==> src/hw/dar_pkg.sv <==
// dar_pkg: constants and types for the dual channel converter readout
// assumes a single 250 MHz system clock drives every user of this package
package dar_pkg;
  localparam int RES_W = 12; // result word width
  localparam int CNT_W = 4; // serial clock counter width
  localparam int HOLD_W = 19; // hold timer width
  localparam logic [3:0] CNT_MODE = 4'h1; // clock of the input mode bit
  localparam logic [3:0] CNT_SIGN = 4'h2; // clock of channel/polarity bit
  localparam logic [3:0] CNT_REPEAT = 4'h3; // clock of repeat enable bit
  localparam logic [3:0] MSB_IDX = 4'hb; // index of the result msb
  localparam logic [3:0] LSB_IDX = 4'h0; // index of the result lsb
  localparam logic [3:0] REP_FIRST = 4'h1; // first bit of reversed repeat
  localparam logic [3:0] CNT_RST = 4'h0; // counter reset value
  localparam logic [11:0] RESULT_RST = 12'h000; // held result reset value
  localparam int CLK_PERIOD_PS = 4000; // mclk period
  localparam int HOLD_TIME_NS = 1200000; // sample charge retention time
  // longest time, so the division rounds down
  localparam int HOLD_CYCLES = (HOLD_TIME_NS * 1000) / CLK_PERIOD_PS;
  localparam logic [18:0] HOLD_RST = 19'h00000; // hold timer reset value

  // serial engine states, one-hot
  typedef enum logic [5:0] {
    ST_STANDBY = 6'h01,
    ST_WAIT_START = 6'h02,
    ST_COMMAND = 6'h04,
    ST_CONVERT = 6'h08,
    ST_REPEAT = 6'h10,
    ST_ZEROS = 6'h20
  } dar_state_t;
endpackage

==> src/hw/dar_sample_if.sv <==
// dar_sample_if: track/hold control and held result between serial engine
// and sample-and-hold; assumes both ends share the same mclk
`timescale 1ns/100ps
`default_nettype none
interface dar_sample_if;
  logic track; // follow the inputs while high, hold when low
  logic single_ended; // 1 single-ended, 0 pseudo-differential
  logic sel_odd; // channel select or polarity
  logic [11:0] result; // held conversion code
  modport engine (output track, output single_ended, output sel_odd,
                  input result);
  modport holder (input track, input single_ended, input sel_odd,
                  output result);
endinterface
`default_nettype wire

==> src/hw/dar_sample_hold.sv <==
// dar_sample_hold: tracks the selected input code and holds it
// assumes the analog inputs arrive as digitised codes synchronous to mclk
`timescale 1ns/100ps
`default_nettype none
module dar_sample_hold (
  input wire logic mclk, // system clock
  input wire logic rst_n, // synchronous reset, active low
  input wire logic [11:0] analog_input_a, // first input code
  input wire logic [11:0] analog_input_b, // second input code
  dar_sample_if.holder sif // control in, held code out
);
  logic [11:0] hold_q;
  logic [11:0] hold_d;
  logic [11:0] code;

  // positive difference clamped at zero
  function automatic logic [11:0] sat_diff(input logic [11:0] p,
                                           input logic [11:0] n);
    sat_diff = (p > n) ? 12'(p - n) : 12'h000;
  endfunction

  // code selected by the configuration bits
  always_comb begin
    if (sif.single_ended) begin
      code = sif.sel_odd ? analog_input_b : analog_input_a;
    end else if (sif.sel_odd) begin
      code = sat_diff(analog_input_b, analog_input_a);
    end else begin
      code = sat_diff(analog_input_a, analog_input_b);
    end
    hold_d = sif.track ? code : hold_q;
  end

  // hold register
  always_ff @(posedge mclk) begin
    if (!rst_n) begin
      hold_q <= dar_pkg::RESULT_RST;
    end else begin
      hold_q <= hold_d;
    end
  end

  assign sif.result = hold_q;
endmodule
`default_nettype wire

==> src/hw/dar_readout.sv <==
// dar_readout: serial command decode and result shift-out of the converter
// assumes sclk, select_and_standby_n and din are synchronous to mclk
// Function
// The host changes its outgoing bit on falling clock and samples ours on rising clock.
// Zero bits on the command input before the first one bit are ignored.
// A byte-only host pads with leading zeros so the clock count is a multiple of eight.
// The link works with the serial clock idling low and with it idling high.
// With seven leading zeros the result msb leaves on the falling edge of clock 12.
// The result output stays undriven during the command and drives from the null bit on.
// In byte framing the second byte holds three unknown bits, null and four msbs, the third eight lsbs.
// After sampling, one result bit is resolved per serial clock.
// The host shifts all 12 result bits out within 1.2 ms of the end of sampling.
// Clock period and duty may vary across a conversion.
// The first clock edge with select low and data high is the start bit.
// After the start come the input mode bit, the channel/polarity bit and the repeat enable bit.
// A low null bit leaves on the repeat bit's falling edge, then 12 bits msb first, lsb first if enabled, then zeros.
// Select high ends any conversion and enters standby; the host raises it between conversions.
// The input is sampled from the second rising edge after the start to the third falling edge.
`timescale 1ns/100ps
`default_nettype none
module dar_readout #(
  parameter int HOLD_CYCLES = dar_pkg::HOLD_CYCLES // charge retention
) (
  input wire logic mclk, // system clock, 250 MHz
  input wire logic rst_n, // synchronous reset, active low
  input wire logic sclk, // serial clock from the host
  input wire logic select_and_standby_n, // chip select, active low
  input wire logic din, // serial command input
  input wire logic [11:0] analog_input_a, // first input code
  input wire logic [11:0] analog_input_b, // second input code
  output logic dout, // serial result output
  output logic dout_oe_n, // result output enable, low drives
  output logic standby, // engine in standby
  output logic [11:0] result_word, // held conversion code
  output logic hold_late // result not shifted out in time
);
  dar_sample_if sif ();
  dar_pkg::dar_state_t state_q, state_d;
  logic [3:0] cnt_q, cnt_d;
  logic mode_q, mode_d, odd_q, odd_d, rep_q, rep_d;
  logic dout_q, dout_d, oe_n_q, oe_n_d;
  logic armed_q, armed_d, sclk_q, standby_q, standby_d;
  logic [18:0] hold_cnt_q, hold_cnt_d;
  logic late_q, late_d;
  logic sel, rise, fall, cur_bit;

  // edges taken from the sampled clock, so either idle level works
  assign sel = ~select_and_standby_n;
  assign rise = sclk & ~sclk_q;
  assign fall = ~sclk & sclk_q;
  assign cur_bit = sif.result[cnt_q];

  dar_sample_hold u_hold (
    .mclk(mclk),
    .rst_n(rst_n),
    .analog_input_a(analog_input_a),
    .analog_input_b(analog_input_b),
    .sif(sif)
  );

  // track from the sign clock rise until the repeat clock fall
  assign sif.track = (state_q == dar_pkg::ST_COMMAND) &&
                     (cnt_q >= dar_pkg::CNT_SIGN);
  assign sif.single_ended = mode_q;
  assign sif.sel_odd = odd_q;

  // serial engine next state
  always_comb begin
    state_d = state_q;
    cnt_d = cnt_q;
    mode_d = mode_q;
    odd_d = odd_q;
    rep_d = rep_q;
    dout_d = dout_q;
    oe_n_d = oe_n_q;
    armed_d = armed_q | ~sel;
    standby_d = 1'b0;
    if (!sel) begin
      // select high aborts everything
      state_d = dar_pkg::ST_STANDBY;
      oe_n_d = 1'b1;
      dout_d = 1'b0;
      cnt_d = dar_pkg::CNT_RST;
      standby_d = 1'b1;
    end else begin
      case (state_q)
        dar_pkg::ST_STANDBY: begin
          standby_d = ~armed_q;
          if (armed_q) begin
            state_d = dar_pkg::ST_WAIT_START;
          end
        end
        dar_pkg::ST_WAIT_START: begin
          // leading zeros pass without effect
          if (rise && din) begin
            state_d = dar_pkg::ST_COMMAND;
            cnt_d = dar_pkg::CNT_RST;
          end
        end
        dar_pkg::ST_COMMAND: begin
          if (rise) begin
            cnt_d = 4'(cnt_q + 4'h1);
            if (cnt_q == dar_pkg::CNT_RST) mode_d = din;
            if (cnt_q == dar_pkg::CNT_MODE) odd_d = din;
            if (cnt_q == dar_pkg::CNT_SIGN) rep_d = din;
          end else if (fall && cnt_q == dar_pkg::CNT_REPEAT) begin
            // null bit starts driving the output
            dout_d = 1'b0;
            oe_n_d = 1'b0;
            cnt_d = dar_pkg::MSB_IDX;
            state_d = dar_pkg::ST_CONVERT;
          end
        end
        dar_pkg::ST_CONVERT: begin
          if (fall) begin
            dout_d = cur_bit;
            if (cnt_q == dar_pkg::LSB_IDX) begin
              cnt_d = dar_pkg::REP_FIRST;
              state_d = rep_q ? dar_pkg::ST_REPEAT : dar_pkg::ST_ZEROS;
            end else begin
              cnt_d = 4'(cnt_q - 4'h1);
            end
          end
        end
        dar_pkg::ST_REPEAT: begin
          // lsb is shared, so the reversed word continues at bit 1
          if (fall) begin
            dout_d = cur_bit;
            if (cnt_q == dar_pkg::MSB_IDX) begin
              state_d = dar_pkg::ST_ZEROS;
            end else begin
              cnt_d = 4'(cnt_q + 4'h1);
            end
          end
        end
        dar_pkg::ST_ZEROS: begin
          if (fall) dout_d = 1'b0;
        end
        default: begin
          state_d = dar_pkg::ST_STANDBY;
          oe_n_d = 1'b1;
        end
      endcase
    end
  end

  // serial engine registers
  always_ff @(posedge mclk) begin
    if (!rst_n) begin
      state_q <= dar_pkg::ST_STANDBY;
      cnt_q <= dar_pkg::CNT_RST;
      mode_q <= 1'b0;
      odd_q <= 1'b0;
      rep_q <= 1'b0;
      dout_q <= 1'b0;
      oe_n_q <= 1'b1;
      armed_q <= 1'b0;
      sclk_q <= 1'b0;
      standby_q <= 1'b1;
    end else begin
      state_q <= state_d;
      cnt_q <= cnt_d;
      mode_q <= mode_d;
      odd_q <= odd_d;
      rep_q <= rep_d;
      dout_q <= dout_d;
      oe_n_q <= oe_n_d;
      armed_q <= armed_d;
      sclk_q <= sclk;
      standby_q <= standby_d;
    end
  end

  // charge retention timer from end of sampling to last msb-first bit
  always_comb begin
    hold_cnt_d = hold_cnt_q;
    late_d = late_q;
    if (state_q == dar_pkg::ST_WAIT_START &&
        state_d == dar_pkg::ST_COMMAND) begin
      hold_cnt_d = dar_pkg::HOLD_RST;
      late_d = 1'b0;
    end else if (state_q == dar_pkg::ST_CONVERT && !late_q) begin
      hold_cnt_d = 19'(hold_cnt_q + 19'h00001);
      if (hold_cnt_q >= 19'(HOLD_CYCLES - 1)) late_d = 1'b1;
    end
  end

  // timer registers
  always_ff @(posedge mclk) begin
    if (!rst_n) begin
      hold_cnt_q <= dar_pkg::HOLD_RST;
      late_q <= 1'b0;
    end else begin
      hold_cnt_q <= hold_cnt_d;
      late_q <= late_d;
    end
  end

  assign dout = dout_q;
  assign dout_oe_n = oe_n_q;
  assign standby = standby_q;
  assign result_word = sif.result;
  assign hold_late = late_q;
endmodule
`default_nettype wire

==> config.mk <==
export PLATFORM = sky130hd
export DESIGN_NAME = dar_readout
export DESIGN_NICKNAME = d
export VERILOG_FILES = /design/src/hw/dar_pkg.sv /design/src/hw/dar_sample_if.sv /design/src/hw/dar_sample_hold.sv /design/src/hw/dar_readout.sv
export SDC_FILE = /design/constraint.sdc
export NUM_CORES = 1
export LEC_CHECK = 0
export BUFFER_PORTS_ARGS = -buffer_cell sky130_fd_sc_hd__buf_2
export CAP_MARGIN = 20
export CELL_PAD_IN_SITES_DETAIL_PLACEMENT = 0
export CELL_PAD_IN_SITES_GLOBAL_PLACEMENT = 1
export CORE_MARGIN = 3
export CORE_UTILIZATION = 40
export DETAILED_ROUTE_END_ITERATION = 6
export GPL_TIMING_DRIVEN = 1
export HOLD_SLACK_MARGIN = 0.03
export PLACE_DENSITY = 0.87
export SYNTH_ARGS = -nofsm -noshare
export SYNTH_HDL_FRONTEND = slang
export SYNTH_SLANG_ARGS = --single-unit
==> constraint.sdc <==
create_clock -name mclk -period 2.1 [get_ports mclk]
set_input_delay 0.315 -clock mclk [delete_from_list [all_inputs] [get_ports mclk]]
set_output_delay 0.315 -clock mclk [all_outputs]
set_load 0.01 [all_outputs]
==> flow_summary.ini, run 1 <==
[status]
run_status = completed

[grt]
grt_antenna_before_repair = 0
grt_remaining_overflow = 0
grt_pass1_vias = 4429
globalRouteTotalUtil_pct = 21.1
pin_count_of_the_biggest_net_entering_global_routing = 20
grt_first_pass_wirelength_um = 20400

[logic_synthesis]
asyncSetResetFlopFracSynth_pct = 0
yosys.area_share.simple_pct = 23.9
most_frequent_cells_after_synthesis = nor2_1 (62), dfxtp_1 (50), inv_1 (46), a21oi_1 (41), nand2_1 (40)
synthTopCellsByArea = dfxtp_1 (24%), ha_1 (8.7%), nor2_1 (5.6%)
synth_compound_area_share_pct = 24.8
netlist_area_before_placement_sq_um = 4160
top_flip_flop_cell_by_instance_count_after_synthesis = dfxtp_1
synth-edff-count = 0
synthXorXnorAreaFrac_pct = 5.89
sequential_fraction_of_the_synthesis_area_pct = 24.0
synth_adder_area_share_pct = 9.68
yosys.cell_count.top_type = nor2_1
synthesis.area_per_instance_sq_um = 7.53
ys.warnings.count = 0
yosysUniqueCellTypes = 65
largest_family_of_logic_cells_by_synthesized_area = compound AO/OA/AOI/OAI gates
synthDominantAreaCellType = dfxtp_1
synth_largest_type_area_fraction_pct = 24.0
synth.ff_latch_count = 50
synth.mux.area_fraction_pct = 4.51
post_syn_nets = 613
postSynthCellCount = 553

[sta]
slew_violations = 0
post-route-worst-setup-slack_ps = 72.6
fmax_mhz = 493
final_hold_viol_count = 0
final_min_period_over_clock_period_pct = 96.5
final-setup-viol-count = 0
fin_worst_skew_ps = 8.26
worst-slew-pin-transition_ps = 473
slew_margin_rel_pct = 68.0
layout_min_cycle_time_ps = 2030

[finish]
multi_input_comb_area_sq_um = 3050
syn_to_final_growth_pct = 31.9
nets = 738
final_cells = 812
antenna-diode-count = 0
final-seq-area_sq_um = 1010
drive_gt1_share_pct = 29.7
final.fill_count = 970

[floorplan]
floorplan.initialDensity_pct = 41.8
die_h_um = 108
fp.coreArea_sq_um = 9950
die_area_sq_um = 11700
die_w_um = 108
placement_rows = 36
design.portCount = 45

[place]
place.detailed.hpwl_um = 9620
io_buffer_count = 44
placedCellCount = 797
gp_routability_congestion = 0.890
detailedPlace.worstSlack_ps = -330

[power_and_ir_drop]
p_per_area_nw_per_um2 = 392
fin_total_pwr_w = 0.00215
vdd_ir_drop_max_v = 0.000306
leakage_nw = 2.30

[setup_path]
timing.critical_path.arrival_ps = 2230
cp_slowest_cell = or3_4
cp_max_fo = 5
setup.worst_path.end_class = flip-flop
worst-endpoint-required_ps = 2300
cpPeakStageDelay_ps = 440
worst_setup_path_category = input pin to flip-flop
cp_launch_type = input pin
ordered_cell_list_for_the_critical_path = buf_2 > inv_1 > ha_1 > nand4_1 > or3_4 > and3_1 > a31o_2 > a221oi_2 > nor2_1

[clock_network]
tritoncts = yes
cts_hold_buf = 0
cts_htree_levels = 2
clk_pin_slew_worst_paths_ps = 90
cts_root_buf = clkbuf_8
clockBufferDepth = 2
clkLatencyLatePin_ps = 310
tritoncts_buffer_count = 5
clock_sinks = 50

[drt]
dr_total_vias = 4478
detail_route.wirelength_um = 12100
drc_errors = 0
detailed_router_s_first_iteration_violation_count = 272
post_route_antenna_net_violation_count = 0
dr.pass1.iters = 4
detail_route.wl_per_cell_um = 14.9
routed_via_density = 5.51

[worst_hold_path]
min_path_type = input pin to flip-flop

[flow_run]
maxCapViolations = 0
area by class of cell:
class / count / share of cell area (%)
flip-flops and latches: 50 / 18.3
repair buffers: 148 / 18.2
clock buffers: 5 / 1.25
clock inverters: 3 / 0.387
multi-input cells: 427 / 55.6
well taps: 133 / 3.03
inverters: 46 / 3.19
per-stage QoR:
step	cell area (sq um)	hold WS (ps)	util (%)	TNS (ps)
4_1_cts	5360	278	53.8	0
5_1_grt	5490	287	55.2	-6.29
3_5_place_dp	5260	452	52.9	-3040
3_3_place_gp	5260	434	52.9	-2320
6_report	5490	283	55.2	0
2_1_floorplan	4300	437	-	-153
sequential cells by signal (all words and copies together), names as in the netlist:
signal,count
armed_q,1
cnt_q,4
dout,1
dout_oe_n,1
hold_cnt_q,19
hold_late,1
mode_q,1
odd_q,1
rep_q,1
sclk_q,1
standby,1
state_q,6
u_hold.sif.result,12
final timing paths:
kind / slack (ps) / end / from / depth (start not counted)
max: 70 / u_hold.sif.result[1] / analog_input_a[8] / 9
min: 280 / sclk_q / sclk / 2
max reg2reg: 130 / hold_cnt_q[15] / state_q[3] / 6
min reg2reg: 460 / dout_oe_n / dout_oe_n / 1
worst max-delay path: cells and delay by family:
family / cells / cell delay, ps
adder cells (fa/ha/maj): 1 / 310
AND/OR/NAND/NOR: 4 / 930
buffers and inverters: 2 / 140
AO/OA/AOI/OAI: 2 / 540
cell families (layout without fill, tap and decap cells):
logic type / after synthesis / in the layout
and+or+nand+nor: 195 / 195
adders and majority gates: 31 / 31
buffers and inverters: 77 / 202
AOI/OAI and AO/OA: 157 / 158
xor gates and xnor gates: 28 / 28
muxes: 15 / 15
DFF: 50 / 50
layout by cell type (no fill, tap or decap), types with 4 or more instances in the layout:
cell,synthesis,layout
buf_4,0,104
nor2_1,62,62
dfxtp_1,50,48
inv_1,46,44
buf_2,7,44
nand2_1,40,39
a21oi_1,41,38
o21ai_0,35,35
ha_1,29,25
xnor2_1,16,16
nand3_1,16,15
o2111ai_1,13,13
xor2_1,12,12
mux2i_1,12,12
o211ai_1,12,12
nand4_1,11,11
nor3_1,12,11
or3_1,10,7
a21o_1,7,7
nor2b_1,7,7
o21a_1,5,5
clkbuf_8,0,5
nor4_1,4,4
and3_1,4,4
nand2b_1,4,4
nand3b_1,4,4
a221oi_2,0,4
o21bai_1,4,4
where the power goes:
part | switching (W) | internal (W)
clock | 0.000335 | 0.000235
combinational | 0.000328 | 0.000298
sequential | 0.00000635 | 0.000952
layer usage:
metal	up-vias	GRT usage (%)	share of wire, %
met2	105	38.7	51
met3	23	1.91	3.5
li1	2245	-	-
met4	0	6.13	2.4
met1	2105	26.2	43
met5	-	0	0
repair_timing:
| action | CTS | global route |
|---|---|---|
| endpoints found under the setup margin | 3 | 33 |
| setup buffers | 1 | 5 |
| resized for setup | 1 | 18 |
| cloned | 0 | 1 |
| pin swaps | 1 | 4 |
No activity file was read; power rests on OpenSTA's default activity.
==> run 2, diff against run 1 <==
--- a/config.mk
+++ b/config.mk
@@ -9,12 +9,11 @@
 export CAP_MARGIN = 20
 export CELL_PAD_IN_SITES_DETAIL_PLACEMENT = 0
 export CELL_PAD_IN_SITES_GLOBAL_PLACEMENT = 1
-export CORE_MARGIN = 3
-export CORE_UTILIZATION = 40
+export CORE_UTILIZATION = 37
 export DETAILED_ROUTE_END_ITERATION = 6
-export GPL_TIMING_DRIVEN = 1
+export GPL_TIMING_DRIVEN = 0
 export HOLD_SLACK_MARGIN = 0.03
-export PLACE_DENSITY = 0.87
+export PLACE_DENSITY = 0.82
 export SYNTH_ARGS = -nofsm -noshare
 export SYNTH_HDL_FRONTEND = slang
 export SYNTH_SLANG_ARGS = --single-unit
==> flow_summary.ini, run 2 (same netlist as run 1, synthesis figures left out) <==
[status]
run_status = finished, violations left
violations_in_the_final_reports = setup timing

[setup_path]
r2r_start = state_q[2]
critPathBufInv = 3
timing.critical_path.arrival_ps = 2360
ordered_cell_list_for_the_critical_path = buf_2 > inv_2 > ha_4 > nand4_1 > or3_4 > and3_4 > a31o_4 > buf_6 > a221oi_4 > nor2_1
cp_slowest_cell = or3_4
cpPeakStageDelay_ps = 400
setup.worst_path.end_class = flip-flop
timing.reg2reg.worst_path_depth = 7
worstReg2RegEnd = cnt_q[3]
worst_setup_path_category = input pin to flip-flop
path_delay_family = simple AND/OR/NAND/NOR gates
r2r_setup_slack_ps = 20
worst-endpoint-required_ps = 2300
cp_launch_type = input pin
cp_max_fo = 10

[sta]
final-setup-viol-count = 3
fin_worst_skew_ps = 13.4
fmax_mhz = 461
worst-slew-pin-transition_ps = 631
final_hold_viol_count = 0
slew_margin_rel_pct = 57.9
post-route-worst-setup-slack_ps = -68.6
rsz0062_at_grt = true
final_min_period_over_clock_period_pct = 103
layout_min_cycle_time_ps = 2170
finalHoldWorstSlack_ps = 283
slew_violations = 0

[drt]
dr.pass1.iters = 4
detail_route.wl_per_cell_um = 16.1
detail_route.wirelength_um = 12500
dr_total_vias = 4376
drc_errors = 0
detailed_router_s_first_iteration_violation_count = 249
post_route_antenna_net_violation_count = 0
routed_via_density = 5.67

[grt]
pin_count_of_the_biggest_net_entering_global_routing = 17
grt_remaining_overflow = 0
grt_antenna_before_repair = 0
grt_pass1_vias = 3946
grt_first_pass_wirelength_um = 19200
globalRouteTotalUtil_pct = 20.6

[power_and_ir_drop]
vdd_ir_drop_max_v = 0.000290
p_per_area_nw_per_um2 = 429
leakage_nw = 2.11
netSwitchingPower_w = 0.000699
clkPwrFrac_pct = 31.0
seq_power_share_pct = 41.0
internal_power_w = 0.00164
switching_share_pct = 29.9
fin_total_pwr_w = 0.00234
combinationalPowerShare_pct = 27.9

[finish]
largest_reg_flops = 19
drive_gt1_share_pct = 27.2
largest_register = hold_cnt_q
syn_to_final_growth_pct = 31.0
nets = 691
final_cells = 772
mostFrequentLayoutCells = nor2_1 (61), buf_2 (45), dfxtp_1 (45)
antenna-diode-count = 0
utilization_pct = 50.1
layout.cells.most_common = nor2_1

[clock_network]
clock_sinks = 50
cts_htree_levels = 2
clk_pin_slew_worst_paths_ps = 90
tritoncts = yes
clockBufferDepth = 2
clkLatencyLatePin_ps = 310
cts_root_buf = clkbuf_8
cts_hold_buf = 0
tritoncts_buffer_count = 5

[place]
placedCellCount = 736
gp_routability_congestion = 0.904
place.detailed.hpwl_um = 8960
io_buffer_count = 43
detailedPlace.worstSlack_ps = -518

[floorplan]
floorplan.initialDensity_pct = 38.2
die_h_um = 108
placement_rows = 38
die_area_sq_um = 11700
fp.coreArea_sq_um = 10900
design.portCount = 45
die_w_um = 108

[worst_hold_path]
hold_path.startpoint = sclk
whs_path_depth = 2
worst_hold_path.endpoint = sclk_q
min_path_type = input pin to flip-flop

[flow_run]
maxCapViolations = 0
-- run 2: layout make-up --
cell class	instances	area, sq um
Sequential cell	50	1010
Multi-Input combinational cell	426	3300
Clock inverter	2	38.8
Inverter	46	180
Clock buffer	6	82.6
Tap cell	140	175
Timing Repair Buffer	76	520
Buffer	26	144
Fill cell	1061	5430
-- run 2: per-stage QoR --
stage | instance area [sq um] | setup TNS, ps
after floorplan | 4300 | -153
after global placement | 4690 | -8520
after detailed placement | 4690 | -9240
after CTS | 4990 | -2110
after global routing | 5450 | -507
final | 5450 | -96.3
-- run 2: how the worst max path moves through the flow --
| stage | start | cells after the start | end |
|---|---|---|---|
| 2_1_floorplan | analog_input_a[0] | 11 | u_hold.sif.result[2] |
| 3_5_place_dp | analog_input_a[0] | 12 | u_hold.sif.result[2] |
| 5_1_grt | analog_input_a[3] | 10 | u_hold.sif.result[7] |
| 3_3_place_gp | analog_input_a[0] | 12 | u_hold.sif.result[2] |
| 6_report | analog_input_a[3] | 10 | u_hold.sif.result[7] |
| 4_1_cts | state_q[3] | 6 | cnt_q[1] |
-- run 2: power by group through the flow --
stage	Sequential, W	Clock [W]	Combinational [W]
after floorplan	0.000981	0	0.000366
after global placement	0.000981	0	0.000495
after detailed placement	0.000982	0	0.000501
after CTS	0.000960	0.000738	0.000546
after global routing	0.000960	0.000774	0.000703
final	0.000959	0.000725	0.000653
-- run 2: routing by layer --
metal	up-vias	part of all wire, %	track usage, %
met2	142	51	36.6
met1	2065	42	25.6
met3	22	4.7	1.99
met5	-	0	0
li1	2147	-	-
met4	0	2.3	7.44
-- run 2: what timing repair did --
item / CTS / global route
setup endpoints to repair: 38 / 43
buffers inserted: 8 / 23
cloned: 2 / 0
gates resized for setup: 22 / 73
pin swaps: 6 / 33
